===== src/lighting_consts.svh =====
`ifndef LIGHTING_CONSTS_SVH
`define LIGHTING_CONSTS_SVH

`define CLOCK_HZ 40000000

`define OFS_RX_VALID_COUNT 16'h7617
`define OFS_RX_ERROR_COUNT 16'h761f
`define OFS_TX_COUNT 16'h7627
`define OFS_CONTROL_BITS 16'h9d3f
`define OFS_BROADCAST_LEVEL 16'h9d4b
`define OFS_STEP_RATE_CODE 16'h9e0f
`define OFS_TRANSITION_TIME 16'h9e12
`define OFS_STARTUP_LEVEL 16'h9e16
`define OFS_FAULT_LEVEL 16'h9e1a

`define CTL_LIT_BIT 0
`define CTL_RECALL_BIT 1
`define CTL_DARK_BIT 2
`define CTL_PRESENCE_BIT 3
`define CTL_DIM_OFF_BIT 4

`define RST_CONTROL_BITS 5'h08
`define RST_BROADCAST_LEVEL 8'h00
`define RST_STEP_RATE_CODE 4'h7
`define RST_TRANSITION_TIME 4'h0
`define RST_STARTUP_LEVEL 8'hfe
`define RST_FAULT_LEVEL 8'hfe
`define LEVEL_MAX 8'hfe

// step rates in tenths of a step per second, codes 1 to 15
`define RATE10_C1 3580
`define RATE10_C2 2530
`define RATE10_C3 1790
`define RATE10_C4 1270
`define RATE10_C5 894
`define RATE10_C6 633
`define RATE10_C7 447
`define RATE10_C8 316
`define RATE10_C9 224
`define RATE10_C10 158
`define RATE10_C11 112
`define RATE10_C12 79
`define RATE10_C13 56
`define RATE10_C14 40
`define RATE10_C15 28

`endif


===== src/lighting_pkg.sv =====
package lighting_pkg;

    typedef enum logic [2:0] {
        CMD_DARK = 3'h0,
        CMD_RECALL = 3'h1,
        CMD_LEVEL = 3'h2,
        CMD_STORE_STARTUP = 3'h3,
        CMD_STORE_FAULT = 3'h4,
        CMD_SETPOINT = 3'h5
    } line_cmd_e;

    typedef struct packed {
        line_cmd_e code;
        logic [7:0] value;
        logic [3:0] fade;
    } line_cmd_s;

    typedef struct packed {
        logic [15:0] addr;
        logic [15:0] wdata;
        logic wr;
        logic rd;
    } reg_req_s;

endpackage


===== src/lighting_line_control_regs.sv =====
`timescale 1ns/1ps
`default_nettype none
`include "lighting_consts.svh"
// Summary of operation
// - line one setpoint commands carry the effective transition time
// - joint control from switch two locks line one time, uses line two's
// - startup level written goes to line one ballasts; resets to 254
// - fault level written goes to line one ballasts; resets to 254
// - 32-bit read-only count of valid frames received on line two
// - 32-bit read-only count of erroneous frames received on line two
// - 32-bit read-only count of frames sent on line two
// - control bit 0 reads 1 while line two lit, 0 while dark
// - host clearing bit 0 sends broadcast off on line two
// - host setting bit 0 sends broadcast recall last scene
// - rising edge of bit 1 broadcasts recall last scene
// - rising edge of bit 2 broadcasts off
// - bit 3 gates presence sensor two; resets to 1
// - bit 4 disables switch two dimming, leaving on and off
// - broadcast level 0 to 254 sent to all line two ballasts; resets 0
// - step rate code sets switch fade speed, 358 down to 2.8 steps/s
// - step rate code 0 to 15, 0 no fade, reset default 7
// - joint control from switch one locks line two rate, uses line one's

module lighting_line_control_regs
    import lighting_pkg::*;
#(
    parameter int CLK_HZ = `CLOCK_HZ
)
(
    input wire logic clock,
    input wire logic arst_n,
    input wire reg_req_s host_req,
    output logic [15:0] host_rdata,
    input wire logic line2_rx_valid,
    input wire logic line2_rx_error,
    input wire logic line2_tx_done,
    output logic line2_cmd_valid,
    input wire logic line2_cmd_ready,
    output line_cmd_s line2_cmd,
    output logic line1_cmd_valid,
    input wire logic line1_cmd_ready,
    output line_cmd_s line1_cmd,
    input wire logic line1_single_level_set,
    input wire logic [7:0] line1_setpoint,
    input wire logic [3:0] line2_transition_time,
    input wire logic [3:0] line1_step_rate_code,
    input wire logic joint_via_switch_input_two,
    input wire logic joint_via_switch_input_one,
    input wire logic presence_input2_raw,
    output logic presence_input2_effective,
    input wire logic switch2_dim_up,
    input wire logic switch2_dim_down,
    output logic switch2_dim_disable
);

    logic [31:0] counts [3];
    logic [2:0] count_evt;
    logic [4:0] ctl;
    logic [4:0] next_ctl;
    logic [7:0] level;
    logic [7:0] next_level;
    logic [3:0] rate_code;
    logic [3:0] next_rate_code;
    logic [3:0] line1_transition_time;
    logic [3:0] next_transition;
    logic [7:0] startup_level;
    logic [7:0] next_startup;
    logic [7:0] fault_level;
    logic [7:0] next_fault;
    logic pend_dark, pend_recall, pend_level;
    logic next_pend_dark, next_pend_recall, next_pend_level;
    logic pend_start, pend_fault, pend_setp;
    logic next_pend_start, next_pend_fault, next_pend_setp;
    logic [7:0] setp;
    logic [7:0] next_setp;
    logic [15:0] next_rdata;
    logic wr_ctl, dim_run, dim_step, acc2, acc1;
    logic [3:0] eff_rate;
    logic [3:0] eff_time1;

    assign count_evt = {line2_tx_done, line2_rx_error, line2_rx_valid};

    // one wrapping counter per frame event
    for (genvar i = 0; i < 3; i++)
    begin : g_count
        logic [31:0] next_c;
        always_comb
        begin
            next_c = counts[i] + {31'h0, count_evt[i]};
        end
        always_ff @(posedge clock or negedge arst_n)
        begin
            if (!arst_n)
            begin
                counts[i] <= 32'h0;
            end
            else
            begin
                counts[i] <= next_c;
            end
        end
    end

    assign wr_ctl = host_req.wr && host_req.addr == `OFS_CONTROL_BITS;
    assign switch2_dim_disable = ctl[`CTL_DIM_OFF_BIT];
    assign dim_run = (switch2_dim_up ^ switch2_dim_down)
        && !switch2_dim_disable;
    assign eff_rate = joint_via_switch_input_one ? line1_step_rate_code
        : rate_code;
    assign eff_time1 = joint_via_switch_input_two ? line2_transition_time
        : line1_transition_time;
    assign acc2 = line2_cmd_valid && line2_cmd_ready;
    assign acc1 = line1_cmd_valid && line1_cmd_ready;

    fade_step_timer #(
        .CLK_HZ(CLK_HZ)
    ) u_timer (
        .clock(clock),
        .arst_n(arst_n),
        .run(dim_run),
        .code(eff_rate),
        .step(dim_step)
    );

    // line two command queue; off outranks recall outranks level
    always_comb
    begin
        line2_cmd_valid = pend_dark || pend_recall || pend_level;
        line2_cmd.fade = line2_transition_time;
        line2_cmd.value = level;
        if (pend_dark)
        begin
            line2_cmd.code = CMD_DARK;
        end
        else if (pend_recall)
        begin
            line2_cmd.code = CMD_RECALL;
        end
        else
        begin
            line2_cmd.code = CMD_LEVEL;
        end
        line1_cmd_valid = pend_start || pend_fault || pend_setp;
        line1_cmd.fade = eff_time1;
        if (pend_start)
        begin
            line1_cmd.code = CMD_STORE_STARTUP;
            line1_cmd.value = startup_level;
        end
        else if (pend_fault)
        begin
            line1_cmd.code = CMD_STORE_FAULT;
            line1_cmd.value = fault_level;
        end
        else
        begin
            line1_cmd.code = CMD_SETPOINT;
            line1_cmd.value = setp;
        end
    end

    always_comb
    begin
        logic [4:0] w;
        logic take2;
        logic take1;
        w = host_req.wdata[4:0];
        take2 = acc2;
        take1 = acc1;
        next_ctl = ctl;
        next_level = level;
        next_rate_code = rate_code;
        next_transition = line1_transition_time;
        next_startup = startup_level;
        next_fault = fault_level;
        next_setp = setp;
        // a new request in the accept cycle stays pending
        next_pend_dark = pend_dark && !(take2 && line2_cmd.code == CMD_DARK);
        next_pend_recall = pend_recall
            && !(take2 && line2_cmd.code == CMD_RECALL);
        next_pend_level = pend_level
            && !(take2 && line2_cmd.code == CMD_LEVEL);
        next_pend_start = pend_start && !take1;
        next_pend_fault = pend_fault && !(take1 && !pend_start);
        next_pend_setp = pend_setp
            && !(take1 && line1_cmd.code == CMD_SETPOINT);
        if (take2 && line2_cmd.code == CMD_DARK)
        begin
            next_ctl[`CTL_LIT_BIT] = 1'b0;
        end
        if (take2 && line2_cmd.code == CMD_RECALL)
        begin
            next_ctl[`CTL_LIT_BIT] = 1'b1;
        end
        if (wr_ctl)
        begin
            if (!w[`CTL_LIT_BIT] && ctl[`CTL_LIT_BIT])
            begin
                next_pend_dark = 1'b1;
            end
            if (w[`CTL_LIT_BIT] && !ctl[`CTL_LIT_BIT])
            begin
                next_pend_recall = 1'b1;
            end
            if (w[`CTL_RECALL_BIT] && !ctl[`CTL_RECALL_BIT])
            begin
                next_pend_recall = 1'b1;
            end
            if (w[`CTL_DARK_BIT] && !ctl[`CTL_DARK_BIT])
            begin
                next_pend_dark = 1'b1;
            end
            // lit flag follows accepted commands, never the write itself
            next_ctl[4:1] = w[4:1];
        end
        if (host_req.wr)
        begin
            unique case (host_req.addr)
                `OFS_BROADCAST_LEVEL:
                begin
                    next_level = host_req.wdata[7:0] > `LEVEL_MAX
                        ? `LEVEL_MAX : host_req.wdata[7:0];
                    next_pend_level = 1'b1;
                end
                `OFS_STEP_RATE_CODE:
                begin
                    if (!joint_via_switch_input_one)
                    begin
                        next_rate_code = host_req.wdata[3:0];
                    end
                end
                `OFS_TRANSITION_TIME:
                begin
                    if (!joint_via_switch_input_two)
                    begin
                        next_transition = host_req.wdata[3:0];
                    end
                end
                `OFS_STARTUP_LEVEL:
                begin
                    next_startup = host_req.wdata[7:0];
                    next_pend_start = 1'b1;
                end
                `OFS_FAULT_LEVEL:
                begin
                    next_fault = host_req.wdata[7:0];
                    next_pend_fault = 1'b1;
                end
                default:
                begin
                end
            endcase
        end
        else if (dim_run && (dim_step || eff_rate == 4'h0))
        begin
            // code 0 jumps straight to the end of the range
            if (switch2_dim_up && level != `LEVEL_MAX)
            begin
                next_level = eff_rate == 4'h0 ? `LEVEL_MAX
                    : level + 8'h1;
                next_pend_level = 1'b1;
            end
            else if (switch2_dim_down && level != 8'h0)
            begin
                next_level = eff_rate == 4'h0 ? 8'h0 : level - 8'h1;
                next_pend_level = 1'b1;
            end
        end
        if (line1_single_level_set)
        begin
            next_setp = line1_setpoint;
            next_pend_setp = 1'b1;
        end
    end

    always_comb
    begin
        next_rdata = 16'h0;
        if (host_req.rd)
        begin
            unique case (host_req.addr)
                `OFS_RX_VALID_COUNT: next_rdata = counts[0][15:0];
                `OFS_RX_VALID_COUNT + 16'h1: next_rdata = counts[0][31:16];
                `OFS_RX_ERROR_COUNT: next_rdata = counts[1][15:0];
                `OFS_RX_ERROR_COUNT + 16'h1: next_rdata = counts[1][31:16];
                `OFS_TX_COUNT: next_rdata = counts[2][15:0];
                `OFS_TX_COUNT + 16'h1: next_rdata = counts[2][31:16];
                `OFS_CONTROL_BITS: next_rdata = {11'h0, ctl};
                `OFS_BROADCAST_LEVEL: next_rdata = {8'h0, level};
                `OFS_STEP_RATE_CODE: next_rdata = {12'h0, rate_code};
                `OFS_TRANSITION_TIME:
                    next_rdata = {12'h0, line1_transition_time};
                `OFS_STARTUP_LEVEL: next_rdata = {8'h0, startup_level};
                `OFS_FAULT_LEVEL: next_rdata = {8'h0, fault_level};
                default: next_rdata = 16'h0;
            endcase
        end
    end

    always_ff @(posedge clock or negedge arst_n)
    begin
        if (!arst_n)
        begin
            ctl <= `RST_CONTROL_BITS;
            level <= `RST_BROADCAST_LEVEL;
            rate_code <= `RST_STEP_RATE_CODE;
            line1_transition_time <= `RST_TRANSITION_TIME;
            startup_level <= `RST_STARTUP_LEVEL;
            fault_level <= `RST_FAULT_LEVEL;
            setp <= 8'h0;
            {pend_dark, pend_recall, pend_level} <= 3'h0;
            {pend_start, pend_fault, pend_setp} <= 3'h0;
            host_rdata <= 16'h0;
            presence_input2_effective <= 1'b0;
        end
        else
        begin
            ctl <= next_ctl;
            level <= next_level;
            rate_code <= next_rate_code;
            line1_transition_time <= next_transition;
            startup_level <= next_startup;
            fault_level <= next_fault;
            setp <= next_setp;
            {pend_dark, pend_recall, pend_level} <=
                {next_pend_dark, next_pend_recall, next_pend_level};
            {pend_start, pend_fault, pend_setp} <=
                {next_pend_start, next_pend_fault, next_pend_setp};
            host_rdata <= next_rdata;
            presence_input2_effective <= presence_input2_raw
                && ctl[`CTL_PRESENCE_BIT];
        end
    end
endmodule // lighting_line_control_regs
`default_nettype wire


===== src/fade_step_timer.sv =====
`timescale 1ns/1ps
`default_nettype none
`include "lighting_consts.svh"

module fade_step_timer
    import lighting_pkg::*;
#(
    parameter int CLK_HZ = `CLOCK_HZ
)
(
    input wire logic clock,
    input wire logic arst_n,
    input wire logic run,
    input wire logic [3:0] code,
    output logic step
);

    function automatic int unsigned rate10(input int c);
        case (c)
            1: rate10 = `RATE10_C1;
            2: rate10 = `RATE10_C2;
            3: rate10 = `RATE10_C3;
            4: rate10 = `RATE10_C4;
            5: rate10 = `RATE10_C5;
            6: rate10 = `RATE10_C6;
            7: rate10 = `RATE10_C7;
            8: rate10 = `RATE10_C8;
            9: rate10 = `RATE10_C9;
            10: rate10 = `RATE10_C10;
            11: rate10 = `RATE10_C11;
            12: rate10 = `RATE10_C12;
            13: rate10 = `RATE10_C13;
            14: rate10 = `RATE10_C14;
            default: rate10 = `RATE10_C15;
        endcase
    endfunction

    // longest spacing rounds down, never below two cycles
    function automatic logic [31:0] period(input int c);
        longint unsigned p;
        p = (longint'(CLK_HZ) * 10) / rate10(c);
        if (p < 2)
        begin
            p = 2;
        end
        period = p[31:0];
    endfunction

    logic [31:0] period_table [16];
    logic [31:0] count;
    logic [31:0] next_count;
    logic next_step;

    for (genvar i = 0; i < 16; i++)
    begin : g_period
        assign period_table[i] = period(i);
    end

    always_comb
    begin
        next_count = 32'h0;
        next_step = 1'b0;
        if (run && code != 4'h0)
        begin
            if (count >= period_table[code] - 32'h1)
            begin
                next_step = 1'b1;
            end
            else
            begin
                next_count = count + 32'h1;
            end
        end
    end

    always_ff @(posedge clock or negedge arst_n)
    begin
        if (!arst_n)
        begin
            count <= 32'h0;
            step <= 1'b0;
        end
        else
        begin
            count <= next_count;
            step <= next_step;
        end
    end
endmodule // fade_step_timer
`default_nettype wire


===== config.mk =====
export PLATFORM = sky130hd
export DESIGN_NAME = lighting_line_control_regs
export DESIGN_NICKNAME = d
export VERILOG_FILES = /design/src/lighting_pkg.sv /design/src/lighting_line_control_regs.sv /design/src/fade_step_timer.sv
export VERILOG_INCLUDE_DIRS = /design/src
export SDC_FILE = /design/constraint.sdc
export NUM_CORES = 1
export LEC_CHECK = 0
export ABC_AREA = 1
export BUFFER_PORTS_ARGS = -buffer_cell sky130_fd_sc_hd__clkbuf_2
export CAP_MARGIN = 15
export CORE_MARGIN = 2
export CORE_UTILIZATION = 55
export DETAILED_ROUTE_END_ITERATION = 8
export GPL_TIMING_DRIVEN = 0
export PLACE_DENSITY = 0.77
export SLEW_MARGIN = 30
export SYNTH_ARGS = -nofsm -noshare
export SYNTH_HDL_FRONTEND = slang
export SYNTH_SLANG_ARGS = --single-unit

===== constraint.sdc =====
create_clock -name clock -period 3.4 [get_ports clock]
set_clock_uncertainty 0.2 [all_clocks]
set_input_delay 0.85 -clock clock [delete_from_list [all_inputs] [get_ports clock]]
set_output_delay 0.85 -clock clock [all_outputs]
set_load 0.01 [all_outputs]

==> metrics.txt <==
worst-margin pin slew ~860 ps; synth cell count leaders 399 x nand2_1, 186 x nor2_1, 179 x dfrtp_1, 170 x inv_1, 137 x nand3_1; CTS tree built; FP Rows 55; initial antenna violation count 0; Final Total Pwr slightly below 6 mW; max-cap check violation count 0; asr flop ratio synth between 90% and 100%; CP required between 3000 and 4000 ps; Layout area overhead 17.0%; Syn Inst Count about 1700; Final period util 106%; peak supply drop slightly below 300 uV; largest net degree at the start of global routing between 70 and 80; DIE AREA ~0.024 mm2; syn avg cell area 7.51 um2; number of CTS-inserted buffers 17; RSZ-0062 raised after global routing yes; Worst-Skew Late Latency 460 ps; Final Setup Violations 33; post-route ant nets 0; number of I/O port buffers between 100 and 150; reported leakage power approximately 7.2 nW; final net count around 2000; highest clock rate about 280 MHz; final worst path period need between 3000 and 4000 ps; status complete, but fails checks; Routed WL roughly 37 mm; Post-synth EDFFs 0; Synth area leaders dfrtp_1 35%, nand2_1 12%, xor2_1 6.2%; routed len/inst between 15 and 20 um; Seq cells post-synth 197; grt ovf 0; endpoints failing hold 0; clk slew on worst S/H paths ~80 ps; Post-DP Area 0.0138 mm2; Mapped Area ~0.013 mm2; Die X ~160 um; Core Util, Final approximately two thirds; DRC viols 0; Design Area, Final ~0.015 mm2; Slew Limit Headroom a little over two fifths; Root Driver clkbuf_16; post-synth top area share a little over a third; routed via count about 12000; CP Launch Type input port; maximum root-to-sink buffer count 2; failing checks negative setup slack; dpl cells 2088; most numerous cell in the Yosys netlist nand2_1; r2r setup slk -190 ps; Ys Warns 0; H-Tree Depth 4; GP Congestion a little under 1; initial DRC count ~1400; First-pass DRT Iterations 5; layout cells sized above 1 roughly 17%; hpwl dp ~29 mm; first-pass GRT wire length around 60 mm; Final Non-Filler Cells between 2000 and 2500; count of cell types in the netlist approximately 50; Via density ~5.8; IO Pins 113; clock sink count about 200; sequential-to-total area share from yosys stat around two fifths; Total Routing Usage GR 31.3%; area leader, netlist dfrtp_1; die span in y about 160 um; CP Class input port to register; CP arrival ~3800 ps; pins over their slew limit 0; final setup margin -198 ps; Antenna Cells 0; Critical path origin joint_via_switch_input_one; HP Class input port to async pin; Starting Density between 50% and 60%; Top FF cell, synth dfrtp_1; Pwr per Cell Area between 300 and 400 mW/mm2; critical path fanouts, max 6; Core ar. about 0.023 mm2; Sum Neg Setup Slack -4680 ps; Setup crit end kind register; vias in the first global route approximately 12000; FF-to-FF Start rate_code[1]
==> logic make-up (layout without fill, tap and decap cells) <==
kind of cell    count (synthesis)  after routing  share of synthesized area (%)
flops                         197            197                           39.0
other cells                     2              9                         0.0591
buf+inv                       225            383                           7.21
simple gates                  943            943                           33.6
compound gates                162            162                           7.42
xor+xnor                      108            108                           7.45
fa+ha+maj                      54             54                           5.32
==> final timing paths <==
path / end / cells past startpoint
worst min register to register: counts[48] / 1
min in group clock: counts[48] / 1
worst min-delay path: host_rdata[8] / 1
max in group asynchronous: startup_level[1] / 2
worst max-delay path: u_timer.count[7] / 25
worst max register to register: u_timer.count[7] / 24
==> stage by stage <==
step	hold slack (ps)	worst slack, ps
floorplan	242	-106
global placement	257	-2490
detailed placement	257	-917
CTS	210	-92.2
global route	227	-331
finish	191	-198
==> registers in the layout, indices dropped and copies added, names as in the netlist, 4 cells and up <==
signal and count:
ctl 5, level 8, u_timer.count 32, counts 96
startup_level 8, setp 8, host_rdata 16, rate_code 4
fault_level 8, line1_transition_time 4
==> layer usage <==
layer	vias to the layer above	part of all wire (%)	track usage (%)
li1	5922	-	-
met4	0	3.5	11.3
met2	550	46	49.2
met1	5868	44	43.5
met5	-	0	0
met3	100	7.2	5.61
==> power breakdown <==
| group | internal, mW | switching (mW) |
|---|---|---|
| clock | 1.01 | 1.10 |
| combinational | 0.398 | 0.683 |
| sequential | 2.53 | 0.194 |
==> critical path, cell delays in order <==
cell and delay (ps):
clkbuf_16 140, inv_16 40, nand2_4 70, o21ai_4 60, buf_12 130, ha_4 280, inv_4 40, nand3_4 70
nand2_4 60, nor2_4 160, ha_4 160, nand3_4 90, nor2_4 160, xor2_1 190, ha_1 270, nand2_2 100
o21a_1 130, nand3_1 80, nand2_1 60, nand2_1 60, nand2_2 100, nand2_4 100, buf_12 160, buf_8 130
nor2_2 80
==> layout make-up <==
class                      instances  area, um2
sequential                       197       4950
timing repair buffer             126        818
tap                              285        357
clock buffer                      17        425
multi-input combinational       1276       7130
inverter                         179        701
buffer                            46        280
clock inverter                    15        194
fill                            1942       7780
==> cells in the final DEF, fill, tap and decap left out, types with 18 or more instances in the layout <==
cell type  Yosys  routed
a21oi_1       29      28
buf_4          9      25
clkbuf_16      0      18
clkbuf_2       0     101
dfrtp_1      179     179
dfstp_2       18      18
ha_1          54      50
inv_1        170     167
nand2_1      399     387
nand3_1      137     135
nand4_1       99      99
nor2_1       186     160
nor2_2        12      27
nor3_1        59      59
o21ai_0       84      83
xnor2_1       18      18
xor2_1        90      90
==> timing repair <==
item	4_1_cts	5_1_grt
cloned	2	0
hold endpoints to repair	0	0
hold buffers	0	0
endpoints found under the setup margin	33	33
resized for setup	32	34
pin swaps	14	14
setup buffers	14	6
No activity file was read; power rests on OpenSTA's default activity.
